File: src/nfc_pkg.sv
// constants for the flash command sequencer host
package nfc_pkg;
  // unlock and command addresses (low bits only matter)
  localparam logic [11:0] ADDR_UNLOCK1 = 12'h555;
  localparam logic [11:0] ADDR_UNLOCK2 = 12'h2AA;
  localparam logic [11:0] ADDR_QUERY   = 12'h055;
  // command data bytes
  localparam logic [7:0] DAT_UNLOCK1   = 8'hAA;
  localparam logic [7:0] DAT_UNLOCK2   = 8'h55;
  localparam logic [7:0] DAT_RESET     = 8'hF0;
  localparam logic [7:0] DAT_RESET_ALT = 8'hFF;
  localparam logic [7:0] DAT_PROG      = 8'hA0;
  localparam logic [7:0] DAT_WBUF      = 8'h25;
  localparam logic [7:0] DAT_CONFIRM   = 8'h29;
  localparam logic [7:0] DAT_RESUME    = 8'h50;
  localparam logic [7:0] DAT_SECURE    = 8'h88;
  localparam logic [7:0] DAT_OVERLAY   = 8'h75;
  localparam logic [7:0] DAT_AUTOSEL   = 8'h90;
  localparam logic [7:0] DAT_BYPASS    = 8'h20;
  localparam logic [7:0] DAT_QUERY     = 8'h98;
  localparam logic [7:0] DAT_ZERO      = 8'h00;
  // write-to-buffer limits
  localparam int MAX_SEQ_CYCLES = 37;
  localparam int WBUF_OVERHEAD  = 5;
  localparam int MAX_WORDS      = MAX_SEQ_CYCLES - WBUF_OVERHEAD;
  // strobe timing in ns and derived clock counts at 50 MHz
  localparam int CLK_NS        = 20;
  localparam int STROBE_LOW_NS = 40;
  localparam int STROBE_HI_NS  = 40;
  localparam int STROBE_LOW_CY = (STROBE_LOW_NS + CLK_NS - 1) / CLK_NS;
  localparam int STROBE_HI_CY  = (STROBE_HI_NS + CLK_NS - 1) / CLK_NS;
  localparam int READ_CY       = 4;
  // host operations
  typedef enum logic [3:0] {
    NFC_OP_READ    = 4'h0,
    NFC_OP_PROG    = 4'h1,
    NFC_OP_WBUF    = 4'h2,
    NFC_OP_RESUME  = 4'h3,
    NFC_OP_RESET   = 4'h4,
    NFC_OP_ABORT   = 4'h5,
    NFC_OP_SEC_IN  = 4'h6,
    NFC_OP_SEC_OUT = 4'h7,
    NFC_OP_ECC_IN  = 4'h8,
    NFC_OP_QUERY   = 4'h9,
    NFC_OP_BYP_IN  = 4'hA,
    NFC_OP_BYP_PRG = 4'hB,
    NFC_OP_BYP_OUT = 4'hC,
    NFC_OP_AUTOSEL = 4'hD
  } nfc_op_t;
endpackage
File: src/nfc_host.sv
// host sequencer issuing flash command sequences on the parallel bus
`timescale 1ns/1ps
module nfc_host #(
  parameter int AW = 23,
  parameter int DW = 16,
  parameter int WB_PAGE_BITS = 8
) (
  // clock and reset
  input  wire logic                  clk,
  input  wire logic                  arst_n,
  // command port
  input  wire logic                  cmd_valid,
  output logic                       cmd_ready,
  input  wire nfc_pkg::nfc_op_t      cmd_op,
  input  wire logic [AW-1:0]         cmd_addr,
  input  wire logic [DW-1:0]         cmd_data,
  input  wire logic [5:0]            cmd_count,
  output logic                       wr_req,
  input  wire logic [DW-1:0]         wr_data,
  output logic                       rd_valid,
  output logic [DW-1:0]              rd_data,
  output logic                       bypass_active,
  // flash pins
  output logic                       flash_ce_n,
  output logic                       flash_we_n,
  output logic                       flash_oe_n,
  output logic [AW-1:0]              flash_addr,
  output logic [DW-1:0]              flash_dq_o,
  output logic                       flash_dq_oe_n,
  input  wire logic [DW-1:0]         flash_dq_i
);
  // ----------------------------------------------------------------
  // state
  // ----------------------------------------------------------------
  typedef enum logic [4:0] {
    S_IDLE  = 5'b00001,
    S_SETUP = 5'b00010,
    S_LOW   = 5'b00100,
    S_HIGH  = 5'b01000,
    S_READ  = 5'b10000
  } nfc_state_t;

  typedef struct packed {
    nfc_state_t       st;
    nfc_pkg::nfc_op_t op;
    logic [5:0]       step;
    logic [5:0]       last;
    logic [5:0]       wcnt;
    logic [3:0]       tmr;
    logic [AW-1:0]    base;
    logic [DW-1:0]    pdat;
    logic [AW-1:0]    a;
    logic [DW-1:0]    d;
    logic             is_rd;
    logic             byp;
    logic             rv;
    logic [DW-1:0]    rdat;
    logic [DW-1:0]    s1;
    logic [DW-1:0]    s2;
  } nfc_reg_t;

  nfc_reg_t q, d;

  // low-bit command address, upper bits zero
  function automatic logic [AW-1:0] cad(input logic [11:0] a);
    cad = {{(AW-12){1'b0}}, a};
  endfunction

  function automatic logic [DW-1:0] cdt(input logic [7:0] v);
    cdt = {{(DW-8){1'b0}}, v};
  endfunction

  // sector address: any address inside the sector
  function automatic logic [AW-1:0] sect(input logic [AW-1:0] a);
    sect = a;
  endfunction

  // number of bus cycles of each operation
  function automatic logic [5:0] seq_len(input nfc_pkg::nfc_op_t op, input logic [5:0] n);
    case (op)
      nfc_pkg::NFC_OP_READ:    seq_len = 6'd1;
      nfc_pkg::NFC_OP_RESUME,
      nfc_pkg::NFC_OP_RESET,
      nfc_pkg::NFC_OP_QUERY:   seq_len = 6'd1;
      nfc_pkg::NFC_OP_PROG:    seq_len = 6'd4;
      nfc_pkg::NFC_OP_BYP_PRG,
      nfc_pkg::NFC_OP_BYP_OUT: seq_len = 6'd2;
      nfc_pkg::NFC_OP_SEC_OUT: seq_len = 6'd4;
      nfc_pkg::NFC_OP_AUTOSEL: seq_len = 6'd6;
      nfc_pkg::NFC_OP_WBUF:    seq_len = 6'(nfc_pkg::WBUF_OVERHEAD) + n;
      default:                 seq_len = 6'd3;
    endcase
  endfunction

  // ----------------------------------------------------------------
  // cycle address/data/direction per step
  // ----------------------------------------------------------------
  logic [AW-1:0] ca;
  logic [DW-1:0] cd;
  logic          crd;
  logic          cwr;
  always_comb begin
    ca  = cad(nfc_pkg::ADDR_UNLOCK1);
    cd  = cdt(nfc_pkg::DAT_UNLOCK1);
    crd = 1'b0;
    cwr = 1'b0;
    if (q.step == 6'd1) begin
      ca = cad(nfc_pkg::ADDR_UNLOCK2);
      cd = cdt(nfc_pkg::DAT_UNLOCK2);
    end
    case (q.op)
      nfc_pkg::NFC_OP_READ: begin
        ca  = q.base;
        crd = 1'b1;
      end
      nfc_pkg::NFC_OP_RESUME: begin
        cd = cdt(nfc_pkg::DAT_RESUME);
      end
      nfc_pkg::NFC_OP_RESET: begin
        cd = cdt(nfc_pkg::DAT_RESET);
      end
      nfc_pkg::NFC_OP_QUERY: begin
        ca = cad(nfc_pkg::ADDR_QUERY);
        cd = cdt(nfc_pkg::DAT_QUERY);
      end
      nfc_pkg::NFC_OP_ABORT: if (q.step == 6'd2) cd = cdt(nfc_pkg::DAT_RESET);
      nfc_pkg::NFC_OP_SEC_IN: if (q.step == 6'd2) cd = cdt(nfc_pkg::DAT_SECURE);
      nfc_pkg::NFC_OP_ECC_IN: if (q.step == 6'd2) cd = cdt(nfc_pkg::DAT_OVERLAY);
      nfc_pkg::NFC_OP_BYP_IN: if (q.step == 6'd2) cd = cdt(nfc_pkg::DAT_BYPASS);
      nfc_pkg::NFC_OP_SEC_OUT: begin
        if (q.step == 6'd2) cd = cdt(nfc_pkg::DAT_AUTOSEL);
        if (q.step == 6'd3) begin
          ca = cad(12'h000);
          cd = cdt(nfc_pkg::DAT_ZERO);
        end
      end
      nfc_pkg::NFC_OP_AUTOSEL: begin
        if (q.step == 6'd2) cd = cdt(nfc_pkg::DAT_AUTOSEL);
        if (q.step >= 6'd3) begin
          // three separate id reads: offsets 01, 0E, 0F, or 02 in sector
          crd = 1'b1;
          ca  = q.base;
          if (q.step == 6'd4) ca = (q.base & ~cad(12'h00F)) | cad(12'h00E);
          if (q.step == 6'd5) ca = q.base | cad(12'h00F);
        end
      end
      nfc_pkg::NFC_OP_PROG: begin
        if (q.step == 6'd2) cd = cdt(nfc_pkg::DAT_PROG);
        if (q.step == 6'd3) begin
          ca = q.base;
          cd = q.pdat;
        end
      end
      nfc_pkg::NFC_OP_BYP_PRG: begin
        cd = cdt(nfc_pkg::DAT_PROG);
        if (q.step == 6'd1) begin
          ca = q.base;
          cd = q.pdat;
        end
      end
      nfc_pkg::NFC_OP_BYP_OUT: begin
        cd = cdt(nfc_pkg::DAT_AUTOSEL);
        if (q.step == 6'd1) cd = cdt(nfc_pkg::DAT_ZERO);
      end
      nfc_pkg::NFC_OP_WBUF: begin
        if (q.step == 6'd2) begin
          ca = sect(q.base);
          cd = cdt(nfc_pkg::DAT_WBUF);
        end else if (q.step == 6'd3) begin
          ca = sect(q.base);
          cd = {{(DW-6){1'b0}}, q.wcnt};
        end else if (q.step == q.last) begin
          ca = sect(q.base);
          cd = cdt(nfc_pkg::DAT_CONFIRM);
        end else if (q.step >= 6'd4) begin
          // page-relative walk inside one buffer page
          ca = {q.base[AW-1:WB_PAGE_BITS],
                q.base[WB_PAGE_BITS-1:0] + WB_PAGE_BITS'(q.step - 6'd4)};
          cd  = wr_data;
          cwr = 1'b1;
        end
      end
      default: begin
      end
    endcase
  end

  // ----------------------------------------------------------------
  // sequencer
  // ----------------------------------------------------------------
  always_comb begin
    d    = q;
    d.rv = 1'b0;
    d.s1 = flash_dq_i;
    d.s2 = q.s1;
    case (q.st)
      S_IDLE: begin
        if (cmd_valid) begin
          d.op   = cmd_op;
          d.base = cmd_addr;
          d.pdat = cmd_data;
          d.wcnt = cmd_count;
          d.last = seq_len(cmd_op, cmd_count + 6'd1) - 6'd1;
          d.step = 6'd0;
          d.st   = S_SETUP;
          if (cmd_op == nfc_pkg::NFC_OP_BYP_IN) d.byp = 1'b1;
          if (cmd_op == nfc_pkg::NFC_OP_BYP_OUT) d.byp = 1'b0;
        end
      end
      S_SETUP: begin
        // address and data settle one cycle before the strobes fall
        if (q.tmr == 4'd0) begin
          d.a     = ca;
          d.d     = cd;
          d.is_rd = crd;
          d.tmr   = 4'd1;
        end else begin
          d.tmr = crd ? 4'(nfc_pkg::READ_CY) : 4'(nfc_pkg::STROBE_LOW_CY);
          d.st  = S_LOW;
        end
      end
      S_LOW: begin
        d.tmr = q.tmr - 4'd1;
        if (q.tmr == 4'd1) begin
          d.tmr = 4'(nfc_pkg::STROBE_HI_CY);
          d.st  = S_HIGH;
          if (q.is_rd) begin
            d.rv   = 1'b1;
            d.rdat = q.s2;
          end
        end
      end
      S_HIGH: begin
        // data held through rising edge and recovery
        d.tmr = q.tmr - 4'd1;
        if (q.tmr == 4'd1) begin
          if (q.step == q.last) begin
            d.st = S_IDLE;
          end else begin
            d.step = q.step + 6'd1;
            d.st   = S_SETUP;
          end
        end
      end
      default: d.st = S_IDLE;
    endcase
  end

  always_ff @(posedge clk or negedge arst_n) begin
    if (!arst_n) begin
      q      <= '0;
      q.st   <= S_IDLE;
      q.op   <= nfc_pkg::NFC_OP_READ;
    end else begin
      q <= d;
    end
  end

  // ----------------------------------------------------------------
  // outputs
  // ----------------------------------------------------------------
  assign cmd_ready     = (q.st == S_IDLE);
  assign wr_req        = (q.st == S_SETUP) && (q.tmr == 4'd0) && cwr;
  assign rd_valid      = q.rv;
  assign rd_data       = q.rdat;
  assign bypass_active = q.byp;
  assign flash_ce_n    = !(q.st == S_LOW || q.st == S_HIGH);
  assign flash_we_n    = !(q.st == S_LOW && !q.is_rd);
  assign flash_oe_n    = !(q.st == S_LOW && q.is_rd);
  assign flash_addr    = q.a;
  assign flash_dq_o    = q.d;
  assign flash_dq_oe_n = q.is_rd || q.st == S_IDLE;
endmodule

File: config.mk
export PLATFORM = sky130hd
export DESIGN_NAME = nfc_host
export DESIGN_NICKNAME = d
export VERILOG_FILES = /design/src/nfc_pkg.sv /design/src/nfc_host.sv
export SDC_FILE = /design/constraint.sdc
export NUM_CORES = 1
export LEC_CHECK = 0
export BUFFER_PORTS_ARGS = -buffer_cell sky130_fd_sc_hd__buf_2
export CORE_ASPECT_RATIO = 0.9
export CORE_UTILIZATION = 37
export CTS_CLUSTER_DIAMETER = 100
export DETAILED_ROUTE_END_ITERATION = 10
export PLACE_DENSITY = 0.58
export REMOVE_ABC_BUFFERS = 1
export SETUP_SLACK_MARGIN = 0.15
export SYNTH_ARGS = -nofsm -noshare
export SYNTH_HDL_FRONTEND = slang
export SYNTH_SLANG_ARGS = --single-unit
File: constraint.sdc
create_clock -name clk -period 3.6 [get_ports clk]
set_clock_uncertainty 0.15 [all_clocks]
set_input_delay 0.54 -clock clk [delete_from_list [all_inputs] [get_ports clk]]
set_output_delay 0.54 -clock clk [all_outputs]
set_load 0.02 [all_outputs]
==> impl_metrics.json <==
{
  "status": "completed",
  "antenna_found_initial": 1,
  "grt_first_pass_wirelength_um": 37960,
  "end_kind": "primary output",
  "cp-startpoint": "q[129]",
  "cts_tree": "yes",
  "nNetsFinal": 1121,
  "track_usage_pct": 20.48,
  "syn_area_per_cell_um2": 9.081,
  "area_growth_pct": 14.66,
  "fp.dieArea_mm2": 0.02358,
  "ir_drop_v": 0.0005514,
  "cts.sinks": 159,
  "worstReg2RegEnd": "flash_addr[10]",
  "setup_viol_count_final": 0,
  "path_delay_family": "simple AND/OR/NAND/NOR gates",
  "fin_util_pct": 43.29,
  "hold_viol_final": 0,
  "clk_path_buf_depth": 2,
  "clk-insertion-delay-late_ns": 0.42,
  "final_cell_mix": "nand2_1, dfrtp_1, buf_2",
  "r2r_start": "q[146]",
  "p_sw_mw": 3.098,
  "core_area_mm2": 0.02251,
  "leakage_nw": 4.869,
  "drv_slew": 0,
  "critPathKind": "reg2out",
  "fin_total_pwr_mw": 7.429,
  "hp-class": "in2reg",
  "fmax_mhz": 303.3,
  "reg2reg_slack_ns": 0.44,
  "netlist_area_mm2": 0.008499,
  "synthArstFlopShare_pct": 100.0,
  "path_depth": 6,
  "ys_seq_area_share_pct": 46.83,
  "internal_power_mw": 4.331,
  "num_rows": 52,
  "critPathArrivalTime_ns": 2.61,
  "register_area_mm2": 0.003980,
  "vias": 7019,
  "cts-root-buf": "clkbuf_16",
  "reg2reg_depth": 8,
  "drt_iter0_drc": 645,
  "crit_chain": "inv_1 > ha_1 > or3b_2 > or2_2 > nor4_2 > buf_2",
  "multi_input_area_mm2": 0.003757,
  "synth_cells": 936,
  "fin_crit_ns": 3.297,
  "p_clk_share_pct": 24.4,
  "power_frac_comb_pct": 38.4,
  "yosys_warnings": 0,
  "die_y_um": 145.8,
  "port_buffers": 146,
  "cp.buffers_inverters": 2,
  "relSlewSlack_pct": 45.88,
  "route.detailed.drc": 0,
  "synth_edf_count": 0,
  "slowest_stage": "or3b_2",
  "grt_pass1_vias": 6971,
  "powerDensity_mw_per_mm2": 762.3,
  "required_ns": 2.91,
  "final_cells": 1327,
  "gp_congestion": 0.9331,
  "p_sw_share_pct": 41.70,
  "placed_cell_area_mm2": 0.009129,
  "path_max_fanout": 5,
  "dr.pass1.iters": 5,
  "start_util_pct": 37.76,
  "clk_pin_slew_ns": 0.07,
  "drive_gt1_share_pct": 22.52,
  "nFillCells": 2289,
  "power_frac_seq_pct": 37.2,
  "synth_ff_type": "dfrtp_1",
  "overflow": 0,
  "grt_max_degree": 68,
  "cts_made_buffers": 17,
  "htree_num_levels": 4,
  "final_common_cell": "nand2_1",
  "tightest_slew_ns": 0.8088,
  "antenna_cells": 0,
  "cpPeakStageDelay_ns": 0.53,
  "critical_path.startpoint_type": "register",
  "synth_cell_types": 86,
  "ioPinCount": 147,
  "endpoint": "wr_req",
  "period_share_pct": 91.59,
  "fin_area_mm2": 0.009746,
  "grt_setup_unrepaired": "false",
  "synth_seq_cells": 159,
  "die_width_um": 161.8,
  "place_inst": 1294,
  "drt-total-wl_um": 23230,
  "drv_cap": 0,
  "wire_per_inst_um": 17.50,
  "via_per_inst": 5.289,
  "dp_hpwl_um": 16920,
  "ant_nets": 0
}
==> registers in the layout, indices dropped and copies added, names as in the netlist <==
name / count
bypass_active: 1
d: 16
flash_addr: 23
flash_dq_o: 16
q: 86
rd_data: 16
rd_valid: 1
==> cells by family after synthesis <==
kind of cell	after synthesis	synth area share, %
mux	6	0.7361
flops	159	46.83
compound gates	221	17.80
fa+ha+maj	20	3.033
xor+xnor	25	2.576
buf+inv	140	9.098
simple gates	365	19.93
==> worst min-delay path by stage <==
stage	from	end	slack, ns	cells past startpoint
final	flash_dq_i[5]	d[5]	0.07	1
after global routing	flash_dq_i[5]	d[5]	0.04	1
after CTS	flash_dq_i[5]	d[5]	0.04	1
after detailed placement	d[10]	q[10]	0.18	0
after global placement	d[7]	q[7]	0.18	0
after floorplan	arst_n	bypass_active	0.09	0
==> power groups by stage <==
stage	clock (mW)	sequential (mW)	combinational (mW)
global placement	0	2.78	2.80
CTS	1.87	2.75	2.84
finish	1.81	2.76	2.85
global route	1.93	2.83	3.18
detailed placement	0	2.78	2.83
floorplan	0	2.88	1.69
==> stage by stage <==
step                worst slack [ns]  hold WS [ns]  TNS [ns]
floorplan                    -0.1702       0.09441   -0.1702
global placement              0.6549        0.1831         0
detailed placement            0.4975        0.1847         0
CTS                           0.1855       0.04140         0
global route                  0.1596       0.04350         0
finish                        0.3028       0.06651         0
==> worst register-to-register path: stages, from the launching register on <==
cell and delay, ns:
dfrtp_1 0.53, inv_1 0.14, ha_1 0.27, nand4bb_1 0.37, nor2_1 0.75, nor2_1 0.25
nand3_1 0.16, a41oi_1 0.16, a221o_1 0.29
==> area by class of cell <==
| cell class | instances | share of cell area, % |
|---|---|---|
| clock inverter | 14 | 1.643 |
| tap | 297 | 3.813 |
| timing repair buffer | 166 | 9.257 |
| inverter | 36 | 1.387 |
| multi-input combinational | 637 | 38.55 |
| clock buffer | 18 | 4.506 |
| sequential | 159 | 40.84 |
==> routing by layer <==
metal	vias to the layer above	GRT usage, %	wire [µm]
li1	3354	-	-
met1	3410	29.63	11210
met2	226	31.14	10370
met3	27	3.762	1286
met4	2	5.802	347
met5	-	0	12
==> cell usage after synthesis, types with 13 or more instances <==
library cell,n,area [µm²]
nand2_1,246,923.4
dfrtp_1,158,3954
a21oi_1,40,200.2
clkbuf_1,24,90.09
xnor2_1,13,113.9
ha_1,19,237.7
o21ai_0,55,275.3
buf_2,13,65.06
nor2_1,30,112.6
a22o_1,13,113.9
buf_4,59,442.9
inv_1,35,131.4
==> what timing repair did <==
| item | CTS | global route |
|---|---|---|
| hold buffers | 1 | 0 |
| resized for setup | 0 | 2 |
| setup endpoints to repair | 0 | 1 |
| buffers inserted | 0 | 0 |
| hold endpoints to repair | 57 | 0 |
(Power assumes the default switching activity.)
